==> config.mk <==
export PLATFORM = sky130hd
export DESIGN_NAME = ssd_top
export DESIGN_NICKNAME = d
export VERILOG_FILES = /design/src/design/ssd_pkg.sv /design/src/design/ssd_top.sv
export VERILOG_INCLUDE_DIRS = /design/src /design/src/design
export SDC_FILE = /design/constraint.sdc
export NUM_CORES = 1
export LEC_CHECK = 0
export BUFFER_PORTS_ARGS = -buffer_cell sky130_fd_sc_hd__buf_2
export CORE_MARGIN = 2
export CORE_UTILIZATION = 45
export DETAILED_ROUTE_END_ITERATION = 10
export HOLD_SLACK_MARGIN = 0.08
export PLACE_DENSITY_LB_ADDON = 0.3
export SYNTH_ARGS = -nofsm -noshare
export SYNTH_HDL_FRONTEND = slang
export SYNTH_SLANG_ARGS = --single-unit
==> constraint.sdc <==
create_clock -name hclk -period 2.3 [get_ports hclk]
set_clock_uncertainty 0.15 [all_clocks]
set_input_delay 0.115 -clock hclk [delete_from_list [all_inputs] [get_ports hclk]]
set_output_delay 0.115 -clock hclk [all_outputs]
set_load 0.005 [all_outputs]
==> src/design/ssd_params.svh <==
`ifndef SSD_PARAMS_SVH
`define SSD_PARAMS_SVH
// ==========================================================
// Timing
`define SSD_CLK_HZ 10000000
`define SSD_AUTOCLR_S 10
`define SSD_FREE_S 5
`define SSD_DWELL_MS 1000
`define SSD_AUTOCLR_CYC (`SSD_AUTOCLR_S * `SSD_CLK_HZ)
`define SSD_FREE_CYC (`SSD_FREE_S * `SSD_CLK_HZ)
`define SSD_DWELL_CYC (`SSD_DWELL_MS * (`SSD_CLK_HZ / 1000))
`define SSD_CNT_W 27
// ==========================================================
// Display geometry and fixed characters
`define SSD_COLS 24
`define SSD_CH_H 8'h48
`define SSD_CH_V 8'h56
`define SSD_CH_F 8'h46
`define SSD_CH_E 8'h45
`define SSD_CH_U 8'h55
`define SSD_CH_I 8'h49
`define SSD_CH_P 8'h50
`define SSD_CH_SP 8'h20
// ==========================================================
// Register byte offsets
`define SSD_OFF_CTRL 8'h00
`define SSD_OFF_DIAG 8'h04
`define SSD_OFF_TILT 8'h08
`define SSD_OFF_PAIR 8'h0c
`define SSD_OFF_IDENT 8'h10
`define SSD_OFF_STAT 8'h14
// ==========================================================
// Field positions
`define SSD_CTRL_OFF 0
`define SSD_CTRL_ROT 1
`define SSD_CTRL_CFG 2
`define SSD_CTRL_BOOTEND 3
`define SSD_CTRL_WAIT 4
`define SSD_CTRL_XFER 5
`define SSD_DIAG_BLOCK 16
`define SSD_DIAG_SRCK 17
// ==========================================================
// Reset values
`define SSD_CTRL_RST 6'h00
`define SSD_TILT_RST 16'h0000
`define SSD_PAIR_RST 8'h00
`endif

==> src/design/ssd_pkg.sv <==
package ssd_pkg;
	// Message shown on the display
	typedef enum logic [3:0] {
		MSG_TYPE = 4'h0,
		MSG_VERSION = 4'h1,
		MSG_SERIAL = 4'h2,
		MSG_NAME = 4'h3,
		MSG_ADDR = 4'h4,
		MSG_WIRELESS = 4'h5,
		MSG_SETUP = 4'h6,
		MSG_CFG_DATE = 4'h7,
		MSG_CFG_SIG = 4'h8,
		MSG_ALIGN = 4'h9,
		MSG_NORMAL = 4'ha,
		MSG_WAIT = 4'hb,
		MSG_XFER = 4'hc,
		MSG_IDENT = 4'hd,
		MSG_DIAG = 4'he
	} ssd_msg_t;
	// Diagnostic class
	typedef enum logic [2:0] {
		CLS_F = 3'h0,
		CLS_E = 3'h1,
		CLS_U = 3'h2,
		CLS_I = 3'h3,
		CLS_P = 3'h4
	} ssd_cls_t;
	// Sequencer phase
	typedef enum logic [0:0] {
		ST_BOOT = 1'b0,
		ST_RUN = 1'b1
	} ssd_st_t;
endpackage

==> src/design/ssd_top.sv <==
// Design decisions made here: the register addresses and the AHB-Lite interface to the registers.
`timescale 1ns/1ps
`include "ssd_params.svh"
// How it works
// RULE1: A 24-position refresh scan drives the display, and in normal running the active field pair is shown.
// RULE2: Booting without a stored setup cycles type, version, serial, name, address, wireless and setup-needed, then shows the alignment readout.
// RULE3: Booting with a stored setup cycles type to wireless, then date, signature and alignment, then shows the field pair.
// RULE4: The alignment readout carries the letter H before the horizontal angle and V before the vertical one.
// RULE5: While software flags waiting for setup approval, the wait-for-setup message stays up.
// RULE6: While software flags a setup transfer, the transfer-in-progress message stays up.
// RULE7: An identify request shows the identify message with the device name index for one dwell time.
// RULE8: A diagnostic message carries its source kind (signal output or diagnosis id) and source number.
// RULE9: Diagnostic classes map to the letters F, E, U, I and P.
// RULE10: A diagnostic shows its class letter first and its number code after it.
// RULE11: A non-locking error clears itself ten seconds after it was raised and never drives any restart.
// RULE12: A blocking error holds the error display until the next reset.
// RULE13: Once the protective field has been free about five seconds the diagnostic display gives way; the code also waits until err_ff has cleared.
// RULE14: Software can switch the display off and mirror its positions for upside-down mounting.
module ssd_top #(
	parameter int unsigned AUTOCLR_CYC = `SSD_AUTOCLR_CYC,
	parameter int unsigned FREE_CYC = `SSD_FREE_CYC,
	parameter int unsigned DWELL_CYC = `SSD_DWELL_CYC
) (
	input wire logic hclk,
	input wire logic hresetn,
	input wire logic hsel,
	input wire logic [31:0] haddr,
	input wire logic [1:0] htrans,
	input wire logic hwrite,
	input wire logic [2:0] hsize,
	input wire logic [31:0] hwdata,
	input wire logic hready,
	output logic hreadyout,
	output logic [31:0] hrdata,
	output logic hresp,
	input wire logic prot_field_occupied,
	output ssd_pkg::ssd_msg_t msg_code,
	output logic [7:0] lead_char,
	output logic [7:0] second_char,
	output logic [11:0] diag_number,
	output logic diag_src_kind,
	output logic [7:0] diag_src_id,
	output logic [7:0] tilt_h,
	output logic [7:0] tilt_v,
	output logic [7:0] field_pair,
	output logic [7:0] name_index,
	output logic display_on,
	output logic rotate_180,
	output logic [4:0] scan_pos,
	output logic [4:0] phys_pos,
	output logic err_active,
	output logic err_blocked,
	output logic automatic_error_clear
);
	import ssd_pkg::*;

	localparam logic [4:0] LAST_COL = 5'(`SSD_COLS - 1);
	localparam logic [`SSD_CNT_W-1:0] AUTOCLR_END = `SSD_CNT_W'(AUTOCLR_CYC - 1);
	localparam logic [`SSD_CNT_W-1:0] FREE_END = `SSD_CNT_W'(FREE_CYC - 1);
	localparam logic [`SSD_CNT_W-1:0] DWELL_END = `SSD_CNT_W'(DWELL_CYC - 1);

	// ==========================================================
	// Bus slave
	logic wr_pend_ff;
	logic [7:0] wr_addr_ff;
	logic [31:0] hrdata_ff;
	logic [5:0] ctrl_ff;
	logic [15:0] tilt_ff;
	logic [7:0] pair_ff;
	logic [7:0] name_ff;
	ssd_cls_t cls_ff;
	logic [11:0] code_ff;
	logic srck_ff;
	logic [7:0] srcid_ff;
	logic err_ff;
	logic blocked_ff;
	logic diag_show_ff;
	logic ident_ff;
	ssd_st_t st_ff;
	ssd_msg_t step_ff;
	ssd_msg_t msg_ff;
	logic acc;
	logic diag_wr;
	logic ident_wr;

	assign acc = hsel && hready && htrans[1];
	assign diag_wr = wr_pend_ff && (wr_addr_ff == `SSD_OFF_DIAG);
	assign ident_wr = wr_pend_ff && (wr_addr_ff == `SSD_OFF_IDENT);

	// Capture write address phase; zero wait states so hready stays high
	always_ff @(posedge hclk or negedge hresetn) begin
		if (!hresetn) begin
			wr_pend_ff <= 1'b0;
			wr_addr_ff <= 8'h00;
		end else begin
			wr_pend_ff <= acc && hwrite;
			wr_addr_ff <= haddr[7:0];
		end
	end

	// Read data is fetched at the address phase, so it lags a write just before
	always_ff @(posedge hclk or negedge hresetn) begin
		if (!hresetn) begin
			hrdata_ff <= 32'h00000000;
		end else if (acc && !hwrite) begin
			if (haddr[7:0] == `SSD_OFF_CTRL) begin
				hrdata_ff <= {26'h0, ctrl_ff};
			end else if (haddr[7:0] == `SSD_OFF_DIAG) begin
				hrdata_ff <= {srcid_ff, 6'h00, srck_ff, blocked_ff, code_ff, 1'b0, cls_ff};
			end else if (haddr[7:0] == `SSD_OFF_TILT) begin
				hrdata_ff <= {16'h0000, tilt_ff};
			end else if (haddr[7:0] == `SSD_OFF_PAIR) begin
				hrdata_ff <= {24'h000000, pair_ff};
			end else if (haddr[7:0] == `SSD_OFF_IDENT) begin
				hrdata_ff <= {24'h000000, name_ff};
			end else if (haddr[7:0] == `SSD_OFF_STAT) begin
				hrdata_ff <= {24'h000000, ident_ff, st_ff, diag_show_ff, blocked_ff,
					err_ff, 3'h0} | {24'h000000, 4'h0, msg_ff};
			end else begin
				hrdata_ff <= 32'h00000000;
			end
		end
	end

	// Plain settings registers
	always_ff @(posedge hclk or negedge hresetn) begin
		if (!hresetn) begin
			ctrl_ff <= `SSD_CTRL_RST;
			tilt_ff <= `SSD_TILT_RST;
			pair_ff <= `SSD_PAIR_RST;
			name_ff <= 8'h00;
		end else if (wr_pend_ff) begin
			if (wr_addr_ff == `SSD_OFF_CTRL) begin
				ctrl_ff <= hwdata[5:0];
			end else if (wr_addr_ff == `SSD_OFF_TILT) begin
				tilt_ff <= hwdata[15:0];
			end else if (wr_addr_ff == `SSD_OFF_PAIR) begin
				pair_ff <= hwdata[7:0];
			end else if (wr_addr_ff == `SSD_OFF_IDENT) begin
				name_ff <= hwdata[7:0];
			end
		end
	end

	// ==========================================================
	// Diagnostics
	logic [`SSD_CNT_W-1:0] err_cnt_ff;
	logic [`SSD_CNT_W-1:0] free_cnt_ff;
	logic [`SSD_CNT_W-1:0] ident_cnt_ff;
	logic auto_clr;
	logic free_done;
	logic auto_clear_ff;

	assign auto_clr = err_ff && !blocked_ff && (err_cnt_ff == AUTOCLR_END);
	assign free_done = (free_cnt_ff == FREE_END);

	// Latch the diagnostic; a blocking one freezes everything after it
	always_ff @(posedge hclk or negedge hresetn) begin
		if (!hresetn) begin
			cls_ff <= CLS_F;
			code_ff <= 12'h000;
			srck_ff <= 1'b0;
			srcid_ff <= 8'h00;
		end else if (diag_wr && !blocked_ff) begin
			cls_ff <= (hwdata[2:0] > 3'h4) ? CLS_F : ssd_cls_t'(hwdata[2:0]); // RULE9
			code_ff <= hwdata[15:4];
			srck_ff <= hwdata[`SSD_DIAG_SRCK]; // RULE8
			srcid_ff <= hwdata[31:24]; // RULE8
		end
	end

	// New error beats the auto clear in the same cycle
	always_ff @(posedge hclk or negedge hresetn) begin
		if (!hresetn) begin
			err_ff <= 1'b0;
			blocked_ff <= 1'b0;
			err_cnt_ff <= '0;
			auto_clear_ff <= 1'b0;
		end else begin
			auto_clear_ff <= auto_clr && !diag_wr;
			if (diag_wr && !blocked_ff) begin
				err_ff <= 1'b1;
				blocked_ff <= hwdata[`SSD_DIAG_BLOCK]; // RULE12
				err_cnt_ff <= '0;
			end else if (auto_clr) begin
				err_ff <= 1'b0; // RULE11
			end else if (err_ff && !blocked_ff) begin
				err_cnt_ff <= err_cnt_ff + 1'b1; // RULE11
			end
		end
	end

	// Free-field timer saturates; any occupation restarts it
	always_ff @(posedge hclk or negedge hresetn) begin
		if (!hresetn) begin
			free_cnt_ff <= '0;
		end else if (prot_field_occupied) begin
			free_cnt_ff <= '0;
		end else if (!free_done) begin
			free_cnt_ff <= free_cnt_ff + 1'b1; // RULE13
		end
	end

	// Diagnostic display holds until cleared and the field stays free
	always_ff @(posedge hclk or negedge hresetn) begin
		if (!hresetn) begin
			diag_show_ff <= 1'b0;
		end else if (diag_wr && !blocked_ff) begin
			diag_show_ff <= 1'b1;
		end else if (free_done && !err_ff && !blocked_ff) begin
			diag_show_ff <= 1'b0; // RULE13
		end
	end

	// Identify request shown for one dwell time; a repeat request restarts it
	always_ff @(posedge hclk or negedge hresetn) begin
		if (!hresetn) begin
			ident_ff <= 1'b0;
			ident_cnt_ff <= '0;
		end else if (ident_wr) begin
			ident_ff <= 1'b1; // RULE7
			ident_cnt_ff <= '0;
		end else if (ident_ff) begin
			ident_ff <= (ident_cnt_ff != DWELL_END);
			ident_cnt_ff <= ident_cnt_ff + 1'b1;
		end
	end

	// ==========================================================
	// Boot sequencer
	logic [`SSD_CNT_W-1:0] dwell_cnt_ff;
	ssd_msg_t nxt_step;

	// Step order depends on whether a setup is stored
	always_comb begin
		case (step_ff)
			MSG_TYPE: nxt_step = MSG_VERSION;
			MSG_VERSION: nxt_step = MSG_SERIAL;
			MSG_SERIAL: nxt_step = MSG_NAME;
			MSG_NAME: nxt_step = MSG_ADDR;
			MSG_ADDR: nxt_step = MSG_WIRELESS;
			MSG_WIRELESS: nxt_step = ctrl_ff[`SSD_CTRL_CFG] ? MSG_CFG_DATE : MSG_SETUP; // RULE2 RULE3
			MSG_CFG_DATE: nxt_step = MSG_CFG_SIG; // RULE3
			MSG_CFG_SIG: nxt_step = MSG_ALIGN; // RULE3
			default: nxt_step = MSG_TYPE;
		endcase
	end

	always_ff @(posedge hclk or negedge hresetn) begin
		if (!hresetn) begin
			st_ff <= ST_BOOT;
			step_ff <= MSG_TYPE;
			dwell_cnt_ff <= '0;
		end else begin
			case (st_ff)
				ST_BOOT: begin
					if (ctrl_ff[`SSD_CTRL_BOOTEND]) begin
						st_ff <= ST_RUN;
					end else if (dwell_cnt_ff == DWELL_END) begin
						dwell_cnt_ff <= '0;
						step_ff <= nxt_step;
					end else begin
						dwell_cnt_ff <= dwell_cnt_ff + 1'b1;
					end
				end
				default: st_ff <= ST_RUN;
			endcase
		end
	end

	// ==========================================================
	// Message selection, highest priority first
	ssd_msg_t nxt_msg;
	logic [7:0] nxt_lead;
	logic [7:0] nxt_second;

	always_comb begin
		if (st_ff == ST_BOOT) begin
			nxt_msg = step_ff;
		end else if (blocked_ff || diag_show_ff) begin
			nxt_msg = MSG_DIAG; // RULE12
		end else if (ctrl_ff[`SSD_CTRL_XFER]) begin
			nxt_msg = MSG_XFER; // RULE6
		end else if (ctrl_ff[`SSD_CTRL_WAIT]) begin
			nxt_msg = MSG_WAIT; // RULE5
		end else if (ident_ff) begin
			nxt_msg = MSG_IDENT; // RULE7
		end else if (ctrl_ff[`SSD_CTRL_CFG]) begin
			nxt_msg = MSG_NORMAL; // RULE1 RULE3
		end else begin
			nxt_msg = MSG_ALIGN; // RULE2
		end
	end

	// Leading characters: class letter for a diagnostic, H and V for alignment
	always_comb begin
		nxt_lead = `SSD_CH_SP;
		nxt_second = `SSD_CH_SP;
		if (nxt_msg == MSG_DIAG) begin
			case (cls_ff)
				CLS_F: nxt_lead = `SSD_CH_F; // RULE9 RULE10
				CLS_E: nxt_lead = `SSD_CH_E;
				CLS_U: nxt_lead = `SSD_CH_U;
				CLS_I: nxt_lead = `SSD_CH_I;
				default: nxt_lead = `SSD_CH_P;
			endcase
		end else if (nxt_msg == MSG_ALIGN) begin
			nxt_lead = `SSD_CH_H; // RULE4
			nxt_second = `SSD_CH_V; // RULE4
		end
	end

	// ==========================================================
	// Output registers and refresh scan
	logic [7:0] lead_ff;
	logic [7:0] second_ff;
	logic [4:0] scan_ff;
	logic [4:0] phys_ff;
	logic [4:0] nxt_scan;
	logic disp_on_ff;
	logic rot_ff;

	assign nxt_scan = (scan_ff == LAST_COL) ? 5'h00 : scan_ff + 5'h01; // RULE1

	always_ff @(posedge hclk or negedge hresetn) begin
		if (!hresetn) begin
			msg_ff <= MSG_TYPE;
			lead_ff <= `SSD_CH_SP;
			second_ff <= `SSD_CH_SP;
		end else begin
			msg_ff <= nxt_msg;
			lead_ff <= nxt_lead;
			second_ff <= nxt_second;
		end
	end

	// Mirroring reverses position order; glyph flipping is the display's job
	always_ff @(posedge hclk or negedge hresetn) begin
		if (!hresetn) begin
			scan_ff <= 5'h00;
			phys_ff <= 5'h00;
			disp_on_ff <= 1'b0;
			rot_ff <= 1'b0;
		end else begin
			scan_ff <= nxt_scan;
			phys_ff <= ctrl_ff[`SSD_CTRL_ROT] ? LAST_COL - nxt_scan : nxt_scan; // RULE14
			disp_on_ff <= !ctrl_ff[`SSD_CTRL_OFF]; // RULE14
			rot_ff <= ctrl_ff[`SSD_CTRL_ROT];
		end
	end

	assign hreadyout = 1'b1;
	assign hresp = 1'b0;
	assign hrdata = hrdata_ff;
	assign msg_code = msg_ff;
	assign lead_char = lead_ff;
	assign second_char = second_ff;
	assign diag_number = code_ff;
	assign diag_src_kind = srck_ff;
	assign diag_src_id = srcid_ff;
	assign tilt_h = tilt_ff[7:0];
	assign tilt_v = tilt_ff[15:8];
	assign field_pair = pair_ff;
	assign name_index = name_ff;
	assign display_on = disp_on_ff;
	assign rotate_180 = rot_ff;
	assign scan_pos = scan_ff;
	assign phys_pos = phys_ff;
	assign err_active = err_ff;
	assign err_blocked = blocked_ff;
	assign automatic_error_clear = auto_clear_ff;
endmodule

* Word level (Yosys, flattened, before mapping)
Cells that the tools add are included.
Cells by class: reduce and logical (&&, ||, !) cells 33, order comparisons 1, equal/unequal tests 28, bitwise logic cells 6, $add $sub $neg 6, muxes and demuxes 38
Operators by type and width (count):
- 2-to-1 mux 27 bit | 8
- adder 27 x 1 -> 27 bit, second input constant | 4
- 2-to-1 mux 32 bit | 2
- 2-to-1 mux 8 bit | 5
- equality test 8 x 4 -> 1 bit, second input constant | 4
- case mux 4 bit (8 select lines) | 1
- equality test 27 x 24 -> 1 bit, second input constant | 1
- equality test 27 x 26 -> 1 bit, second input constant | 1
- equality test 27 bit, second input constant | 1
- inequality test 27 x 24 -> 1 bit, second input constant | 1
- equality test 8 x 5 -> 1 bit, second input constant | 3
- case mux 5 bit (4 select lines) | 1
- equality test 8 x 3 -> 1 bit, second input constant | 2
- logical NOT 8 bit | 2
- 2-to-1 mux 16 bit | 1
- 2-to-1 mux 3 bit | 5
- 2-to-1 mux 7 bit | 2
- equality test 4 x 3 -> 1 bit, second input constant | 3
- equality test 4 bit, second input constant | 3
- logical AND 1 bit | 12
- 2-to-1 mux 5 bit | 2
- 2-to-1 mux 1 bit | 9
- equality test 4 x 2 -> 1 bit, second input constant | 2
- OR 8 x 4 -> 8 bit | 1
- 21 further kinds | 36
Storage, ports and cells: flip-flop bits (word level) 253, input port bits 75

* Depth between registers and ports, before layout
Gate-level depths: netlist of the first run.
depth after elaboration 9, gate-level depth with buffers 8, mapped depth without buffers 6

* Worst setup path after synthesis of the first run
OpenSTA, ideal clock, no wires.
path type reg2reg, start point reg wr_addr_ff[0], end point reg tilt_ff[10], library setup time 125 ps, stages on the path, launching flop included 7, arrival 1964 ps, path slack 61 ps, path through dfrtp_1 -> or4_1 -> nor3_2 -> nand2_1 -> nor2_2 -> buf_4 -> mux2_2
Between the ends: longest elaborated chain between the ends 3, elaborated cells between the ends (all ways) 4, classes of those cells eq/ne: 1; bitwise: 1; reduce/logical: 2
Ends and longest elaborated chain:
- from (decl) | RTL line ssd_top.sv:65 | logic [7:0] wr_addr_ff;
- from (signal assigned) | RTL line ssd_top.sv:97 | wr_addr_ff <= haddr[7:0];
- logical NOT 8 bit (no line)
- NOT 1 bit (no line)
- AND reduction 3 bit (no line) *
- to (signal assigned) | RTL line ssd_top.sv:129 | tilt_ff <= `SSD_TILT_RST;
- to (signal assigned) | RTL line ssd_top.sv:136 | tilt_ff <= hwdata[15:0];
- to (decl) | RTL line ssd_top.sv:68 | logic [15:0] tilt_ff;
Mark *: on every way between the ends. The rest lies on a longest branch, timed or not. A chain may end at the register's enable or synchronous reset.

* Worst setup path after layout of the first run
start point reg wr_addr_ff[0], end point reg tilt_ff[0]
Same word-level chain as after synthesis.

==> results.json, run 1 <==
{
  "vias": 8716,
  "yosys_warnings": 0,
  "gr-usage-met3_pct": 4.184,
  "multiInputGateArea_mm2": 0.004691,
  "numPortBuffers": 150,
  "antenna_found_initial": 1,
  "cts.sinks": 239,
  "cts-root-buf": "clkbuf_16",
  "wl_mm": 27.46,
  "dieArea_mm2": 0.02573,
  "yosys.area.top_type_share_pct": 53.87,
  "maxSlewViolCount": 0,
  "synth_flop_cell": "dfrtp_1",
  "hold_path_class": "input port to flip-flop",
  "p_total_uw": 9639,
  "synth-edff-count": 0,
  "fp.dieH_um": 160.4,
  "fmax_mhz": 446.4,
  "drt_iter0_markers": 594,
  "dp_cells": 1530,
  "num_io_pins": 197,
  "grt_pass1_wl_mm": 45.10,
  "post_drt_wl_per_cell_um": 16.95,
  "critPathKind": "flip-flop to flip-flop",
  "netlist_top_cells_count": "237 x dfrtp_1, 152 x nand2_1, 98 x nor2_1",
  "register_area_mm2": 0.005983,
  "fp.dieW_um": 160.4,
  "synth_area_mm2": 0.01101,
  "r2r_setup_slack_ns": 0.06,
  "vias_per_cell": 5.380,
  "whs_ns": 0.1282,
  "drive_gt1_share_pct": 23.47,
  "worstPathRequired_ns": 2.56,
  "grt_pass1_vias": 8500,
  "tightest_slew_ns": 0.5818,
  "initial_core_util_pct": 45.54,
  "cts_buffer_depth": 3,
  "period_share_pct": 97.40,
  "vdd.ir_drop.worst_uv": 608.6,
  "ys_async_sr_fraction_pct": 100.0,
  "synth.ff_latch_count": 239,
  "synth_top_area_cell": "dfrtp_1",
  "gp_congestion": 0.8193,
  "worstPathArrival_ns": 2.50,
  "setup_viol_count_final": 0,
  "htreeDepth": 1,
  "status": "completed",
  "swShare_pct": 23.31,
  "ys_types": 67,
  "yosysSeqAreaShare_pct": 54.35,
  "combPwrFrac_pct": 7.8,
  "yosys.cell_count.top_type": "dfrtp_1",
  "relSlewSlack_pct": 60.86,
  "final_cells": 1620,
  "internal_power_uw": 7392,
  "use_met2_pct": 35.13,
  "critPathMaxFanout": 4,
  "layout_min_cycle_time_ns": 2.240,
  "syn_to_final_growth_pct": 24.38,
  "drc": 0,
  "path_clk_slew_ns": 0.06,
  "clk_latency_ns": 0.53,
  "p_sw_uw": 2246,
  "pwr-share-clk_pct": 45.3,
  "dp_hpwl_mm": 18.82,
  "core_mm2": 0.02418,
  "syn_inst": 1062,
  "busiest_layer": "met2",
  "postRouteAntennaNets": 0,
  "track_usage_pct": 21.53,
  "final_util_pct": 56.64,
  "fin_nets": 1356,
  "rows": 57,
  "p_leak_uw": 0.006455,
  "grt_overflow_total": 0,
  "grt_max_degree": 70,
  "grt_use_met1_pct": 29.29,
  "firstDrtPassIters": 5,
  "endpoint_kind": "flip-flop",
  "powerDensity_mw_per_mm2": 703.9,
  "power_frac_seq_pct": 46.9,
  "cts_buffers": 26,
  "pre_cts_slack_ns": 0.02595,
  "syn_avg_cell_area_um2": 10.37,
  "synth.area.top_cells": "dfrtp_1 54%, nand2_1 5.2%, mux2_2 4.1%",
  "finalHoldViolations": 0,
  "fillCellCount": 2062,
  "critPathLaunchType": "flip-flop",
  "cts_tree": "built",
  "max_cap_viol_count": 0,
  "fin_ws_ns": 0.05972
}
==> cells in the final DEF (no fill, tap or decap), types with 17 or more instances in the layout <==
| cell type | instances |
|---|---|
| nor4_1 | 23 |
| o21ai_0 | 45 |
| nor2_1 | 98 |
| buf_4 | 39 |
| clkbuf_16 | 27 |
| nor3_1 | 24 |
| dfrtp_1 | 237 |
| nand2_1 | 152 |
| or3_1 | 17 |
| buf_2 | 149 |
| nand4_1 | 27 |
| mux2_2 | 40 |
| xor2_1 | 39 |
| a21oi_1 | 24 |
| nand3_1 | 41 |
| xnor2_1 | 46 |
| and3_1 | 17 |
| inv_1 | 23 |
| dlygate4sd3_1 | 41 |
==> final timing paths <==
kind                                     from              to  depth (start not counted)
min in group asynchronous             hresetn  free_cnt_ff[4]                          3
worst min-delay path                 haddr[0]   wr_addr_ff[0]                          2
worst max register to register  wr_addr_ff[0]      tilt_ff[0]                          6
max in group asynchronous             hresetn  second_char[5]                          4
worst max-delay path            wr_addr_ff[0]      tilt_ff[0]                          6
worst min register to register     ctrl_ff[0]      display_on                          1
==> stage by stage <==
step | setup TNS (ns) | area (um^2)
after floorplan | 0 | 11050
after global placement | 0 | 12340
after detailed placement | 0 | 12340
after CTS | 0 | 13650
after global routing | -0.01208 | 13690
final | 0 | 13690
==> state kept, by name, indices dropped and copies added, names as in the netlist, 3 cells and up <==
signal and flops:
cls_ff 3, ctrl_ff 6, tilt_ff 16, step_ff 4, ident_cnt_ff 27, msg_code 4
scan_pos 4, hrdata 26, wr_addr_ff 8, free_cnt_ff 27, name_index 8, phys_pos 5
lead_char 7, diag_number 12, dwell_cnt_ff 27, err_cnt_ff 27, field_pair 8, diag_src_id 8
==> per-layer routing <==
metal  routed length [um]  vias up
met5                    0        -
met4                  791        0
met3                 1417       53
met2                13360      241
met1                11890     4293
li1                     -     4129
==> cell families (layout without fill, tap and decap cells) <==
kind of cell / after synthesis / in the layout / share of synthesized area (%)
other: 2 / 13 / 0.06822
adder cells (fa/ha/maj): 6 / 6 / 0.6592
buffers and inverters: 85 / 308 / 3.728
XOR/XNOR: 85 / 85 / 6.762
AO/OA/AOI/OAI: 119 / 119 / 6.808
multiplexers: 50 / 50 / 5.603
flip-flops: 239 / 239 / 54.35
AND/OR/NAND/NOR: 476 / 476 / 22.03
==> critical path, cell delays in order (launching register included) <==
cell	delay (ns)
dfrtp_1	0.36
or4_4	0.57
nor3_4	0.25
nand2_1	0.10
nor2_2	0.17
buf_4	0.18
mux2_2	0.34
==> final cells by class <==
type                       count  share of cell area (%)
sequential                   239                   43.70
inverter                      23                  0.6305
antenna                        1                 0.01827
clock inverter                 8                  0.8772
tap                          324                   2.961
timing repair buffer         238                   11.86
multi-input combinational    748                   34.26
clock buffer                  39                   5.702
==> power by group through the flow <==
stage / clock network (uW) / logic [uW] / registers [uW]
5_1_grt: 4630 / 843 / 4550
4_1_cts: 4450 / 760 / 4520
3_3_place_gp: 0 / 680 / 4590
3_5_place_dp: 0 / 694 / 4600
2_1_floorplan: 0 / 383 / 4560
6_report: 4370 / 749 / 4520
==> what timing repair did <==
| action | 4_1_cts | 5_1_grt |
|---|---|---|
| hold buffers | 41 | 0 |
| hold endpoints to repair | 344 | 0 |
| endpoints found under the setup margin | 0 | 46 |
| setup buffers | 0 | 1 |
| gates resized for setup | 0 | 6 |
No activity file was read; power rests on OpenSTA's default activity.
==> run 2: changes to the inputs <==
Clock period 2.3 ns to 1.86 ns, I/O delays scaled along.
==> run 2 against run 1 <==
The flow now finishes with violations (setup timing). Worst setup slack got worse by 0.47 ns. Cell area increased by 19%. Combinational power increased by 90%. Wire length increased by 25%. Sequential cell count unchanged. Critical path type unchanged. Largest cell class unchanged. Largest power group unchanged.
==> results.json, run 2 (synthesis gave the netlist of run 1 again) <==
{
  "hp-start": "haddr[0]",
  "critPathLaunchType": "flip-flop",
  "antenna_found_initial": 0,
  "firstDrtPassIters": 5,
  "wl_met3_mm": 2.091,
  "initial_core_util_pct": 45.54,
  "diodes": 0,
  "final_cells": 1772,
  "numPortBuffers": 150,
  "highest_layer": "met4",
  "rows": 57,
  "max_cap_viol_count": 0,
  "timing.rr.start": "wr_addr_ff[0]",
  "r2r_cells": 6,
  "pwr-share-clk_pct": 44.1,
  "cts_buffers": 27,
  "path_clk_slew_ns": 0.06,
  "p_total_uw": 12510,
  "whs_ns": 0.07109,
  "dieArea_mm2": 0.02573,
  "hold_path_class": "input port to flip-flop",
  "num_io_pins": 197,
  "fp.dieH_um": 160.4,
  "cts.sinks": 239,
  "grt_pass1_wl_mm": 51.31,
  "cts_tree": "built",
  "reg2reg_to": "err_cnt_ff[26]",
  "r2r_setup_slack_ns": -0.41,
  "swShare_pct": 24.01,
  "relSlewSlack_pct": 64.71,
  "dp_hpwl_mm": 20.40,
  "htreeDepth": 1,
  "pre_cts_slack_ns": -0.3900,
  "wl_mm": 34.43,
  "hold_depth": 6,
  "drive_gt1_share_pct": 42.89,
  "wl_met1_mm": 13.82,
  "period_share_pct": 122.3,
  "track_usage_pct": 24.91,
  "vias_per_cell": 5.513,
  "powerDensity_mw_per_mm2": 765.6,
  "whs_endpoint": "hrdata[6]",
  "layout_commonest_cell": "dfrtp_1",
  "layout_min_cycle_time_ns": 2.275,
  "cts_buffer_depth": 3,
  "clk_latency_ns": 0.53,
  "postRouteAntennaNets": 0,
  "grt_max_degree": 67,
  "gp_congestion": 0.8536,
  "p_leak_uw": 0.007679,
  "fp.dieW_um": 160.4,
  "cts-root-buf": "clkbuf_16",
  "finalHoldViolations": 0,
  "wl_met2_mm": 17.33,
  "core_mm2": 0.02418,
  "maxSlewViolCount": 0,
  "tightest_slew_ns": 0.5225,
  "fmax_mhz": 439.6,
  "fin_ws_ns": -0.4146,
  "critPathKind": "flip-flop to flip-flop",
  "post_drt_wl_per_cell_um": 19.43,
  "worstPathRequired_ns": 2.12,
  "worstPathArrival_ns": 2.54,
  "combPwrFrac_pct": 11.4,
  "violations": "setup timing",
  "status": "complete, but fails checks",
  "p_sw_uw": 3005,
  "setup_viol_count_final": 146,
  "drc": 0,
  "vias": 9769,
  "final_cell_mix": "236 x dfrtp_1, 148 x buf_2, 140 x buf_4",
  "power_frac_seq_pct": 44.6,
  "internal_power_uw": 9510,
  "vdd.ir_drop.worst_uv": 644.4,
  "grt_overflow_total": 0,
  "critPathMaxFanout": 10,
  "grt_pass1_vias": 9591,
  "syn_to_final_growth_pct": 48.47,
  "drt_iter0_markers": 823,
  "endpoint_kind": "flip-flop",
  "grt_setup_unrepaired": "true",
  "fin_nets": 1508,
  "dp_cells": 1638
}
run 2: cell count changes in the layout (fill, tap and decap cells not counted), moves of 11 or more:
cell / previous run / this run
nor2_1: 98 / 87
a21oi_1: 24 / 11
buf_12: 8 / 21
nor4_1: 23 / 6
a21oi_2: 0 / 13
mux2_4: 0 / 27
nand2_1: 152 / 85
buf_4: 39 / 140
buf_6: 0 / 28
nor4_2: 0 / 11
nand2_2: 0 / 44
mux2_2: 40 / 13
nand2_4: 0 / 23
o21ai_0: 45 / 29
run 2: metal layers:
metal,global-route usage (%),vias up
li1,-,4443
met1,32.43,4909
met2,41.97,342
met3,4.545,75
met4,8.927,0
met5,0,-
run 2: per-stage QoR:
step / instance area (um^2) / setup TNS, ns / utilization [%]
floorplan: 11240 / -20.64 / -
global placement: 13320 / -21.51 / 55.10
detailed placement: 13320 / -24.43 / 55.10
CTS: 15550 / -26.40 / 64.34
global route: 16350 / -42.74 / 67.61
finish: 16350 / -37.43 / 67.61
run 2: final cells by class:
type / count / area, um^2
Clock buffer: 41 / 808.3
Inverter: 23 / 86.33
Sequential cell: 239 / 5984
Timing Repair Buffer: 389 / 3208
Clock inverter: 8 / 115.1
Tap cell: 324 / 405.4
Fill cell: 1698 / 7831
Multi-Input combinational cell: 748 / 5738
run 2: repair_timing:
| item | 4_1_cts | 5_1_grt |
|---|---|---|
| gates cloned | 9 | 3 |
| endpoints found under the hold margin | 346 | 2 |
| hold buffers | 42 | 2 |
| setup buffers | 19 | 20 |
| pin swaps | 48 | 55 |
| resized for setup | 124 | 158 |
| setup endpoints to repair | 136 | 192 |
run 2: worst max path at each step:
stage                  start              to  slack, ns  cells past startpoint
2_1_floorplan  wr_addr_ff[0]      ctrl_ff[2]      -0.31                      4
3_3_place_gp   wr_addr_ff[0]      ctrl_ff[3]      -0.37                      4
3_5_place_dp   wr_addr_ff[0]      ctrl_ff[3]      -0.39                      4
4_1_cts        wr_addr_ff[0]      ctrl_ff[3]      -0.35                      4
5_1_grt        wr_addr_ff[0]   err_cnt_ff[4]      -0.46                      6
6_report       wr_addr_ff[0]  err_cnt_ff[26]      -0.41                      6
run 2: power groups by stage:
stage	registers [uW]	logic [uW]	clock network, uW
2_1_floorplan	5660	500	0
3_3_place_gp	5630	1120	0
3_5_place_dp	5640	1150	0
4_1_cts	5550	1330	5560
5_1_grt	5590	1560	5790
6_report	5580	1420	5520
run 2: worst max-delay path, stage by stage (launching register included):
cell and delay [ns]:
dfrtp_1 0.37, or4_4 0.58, or3_4 0.39, nor3b_4 0.20
and2b_2 0.23, clkbuf_16 0.19, nor2_1 0.05
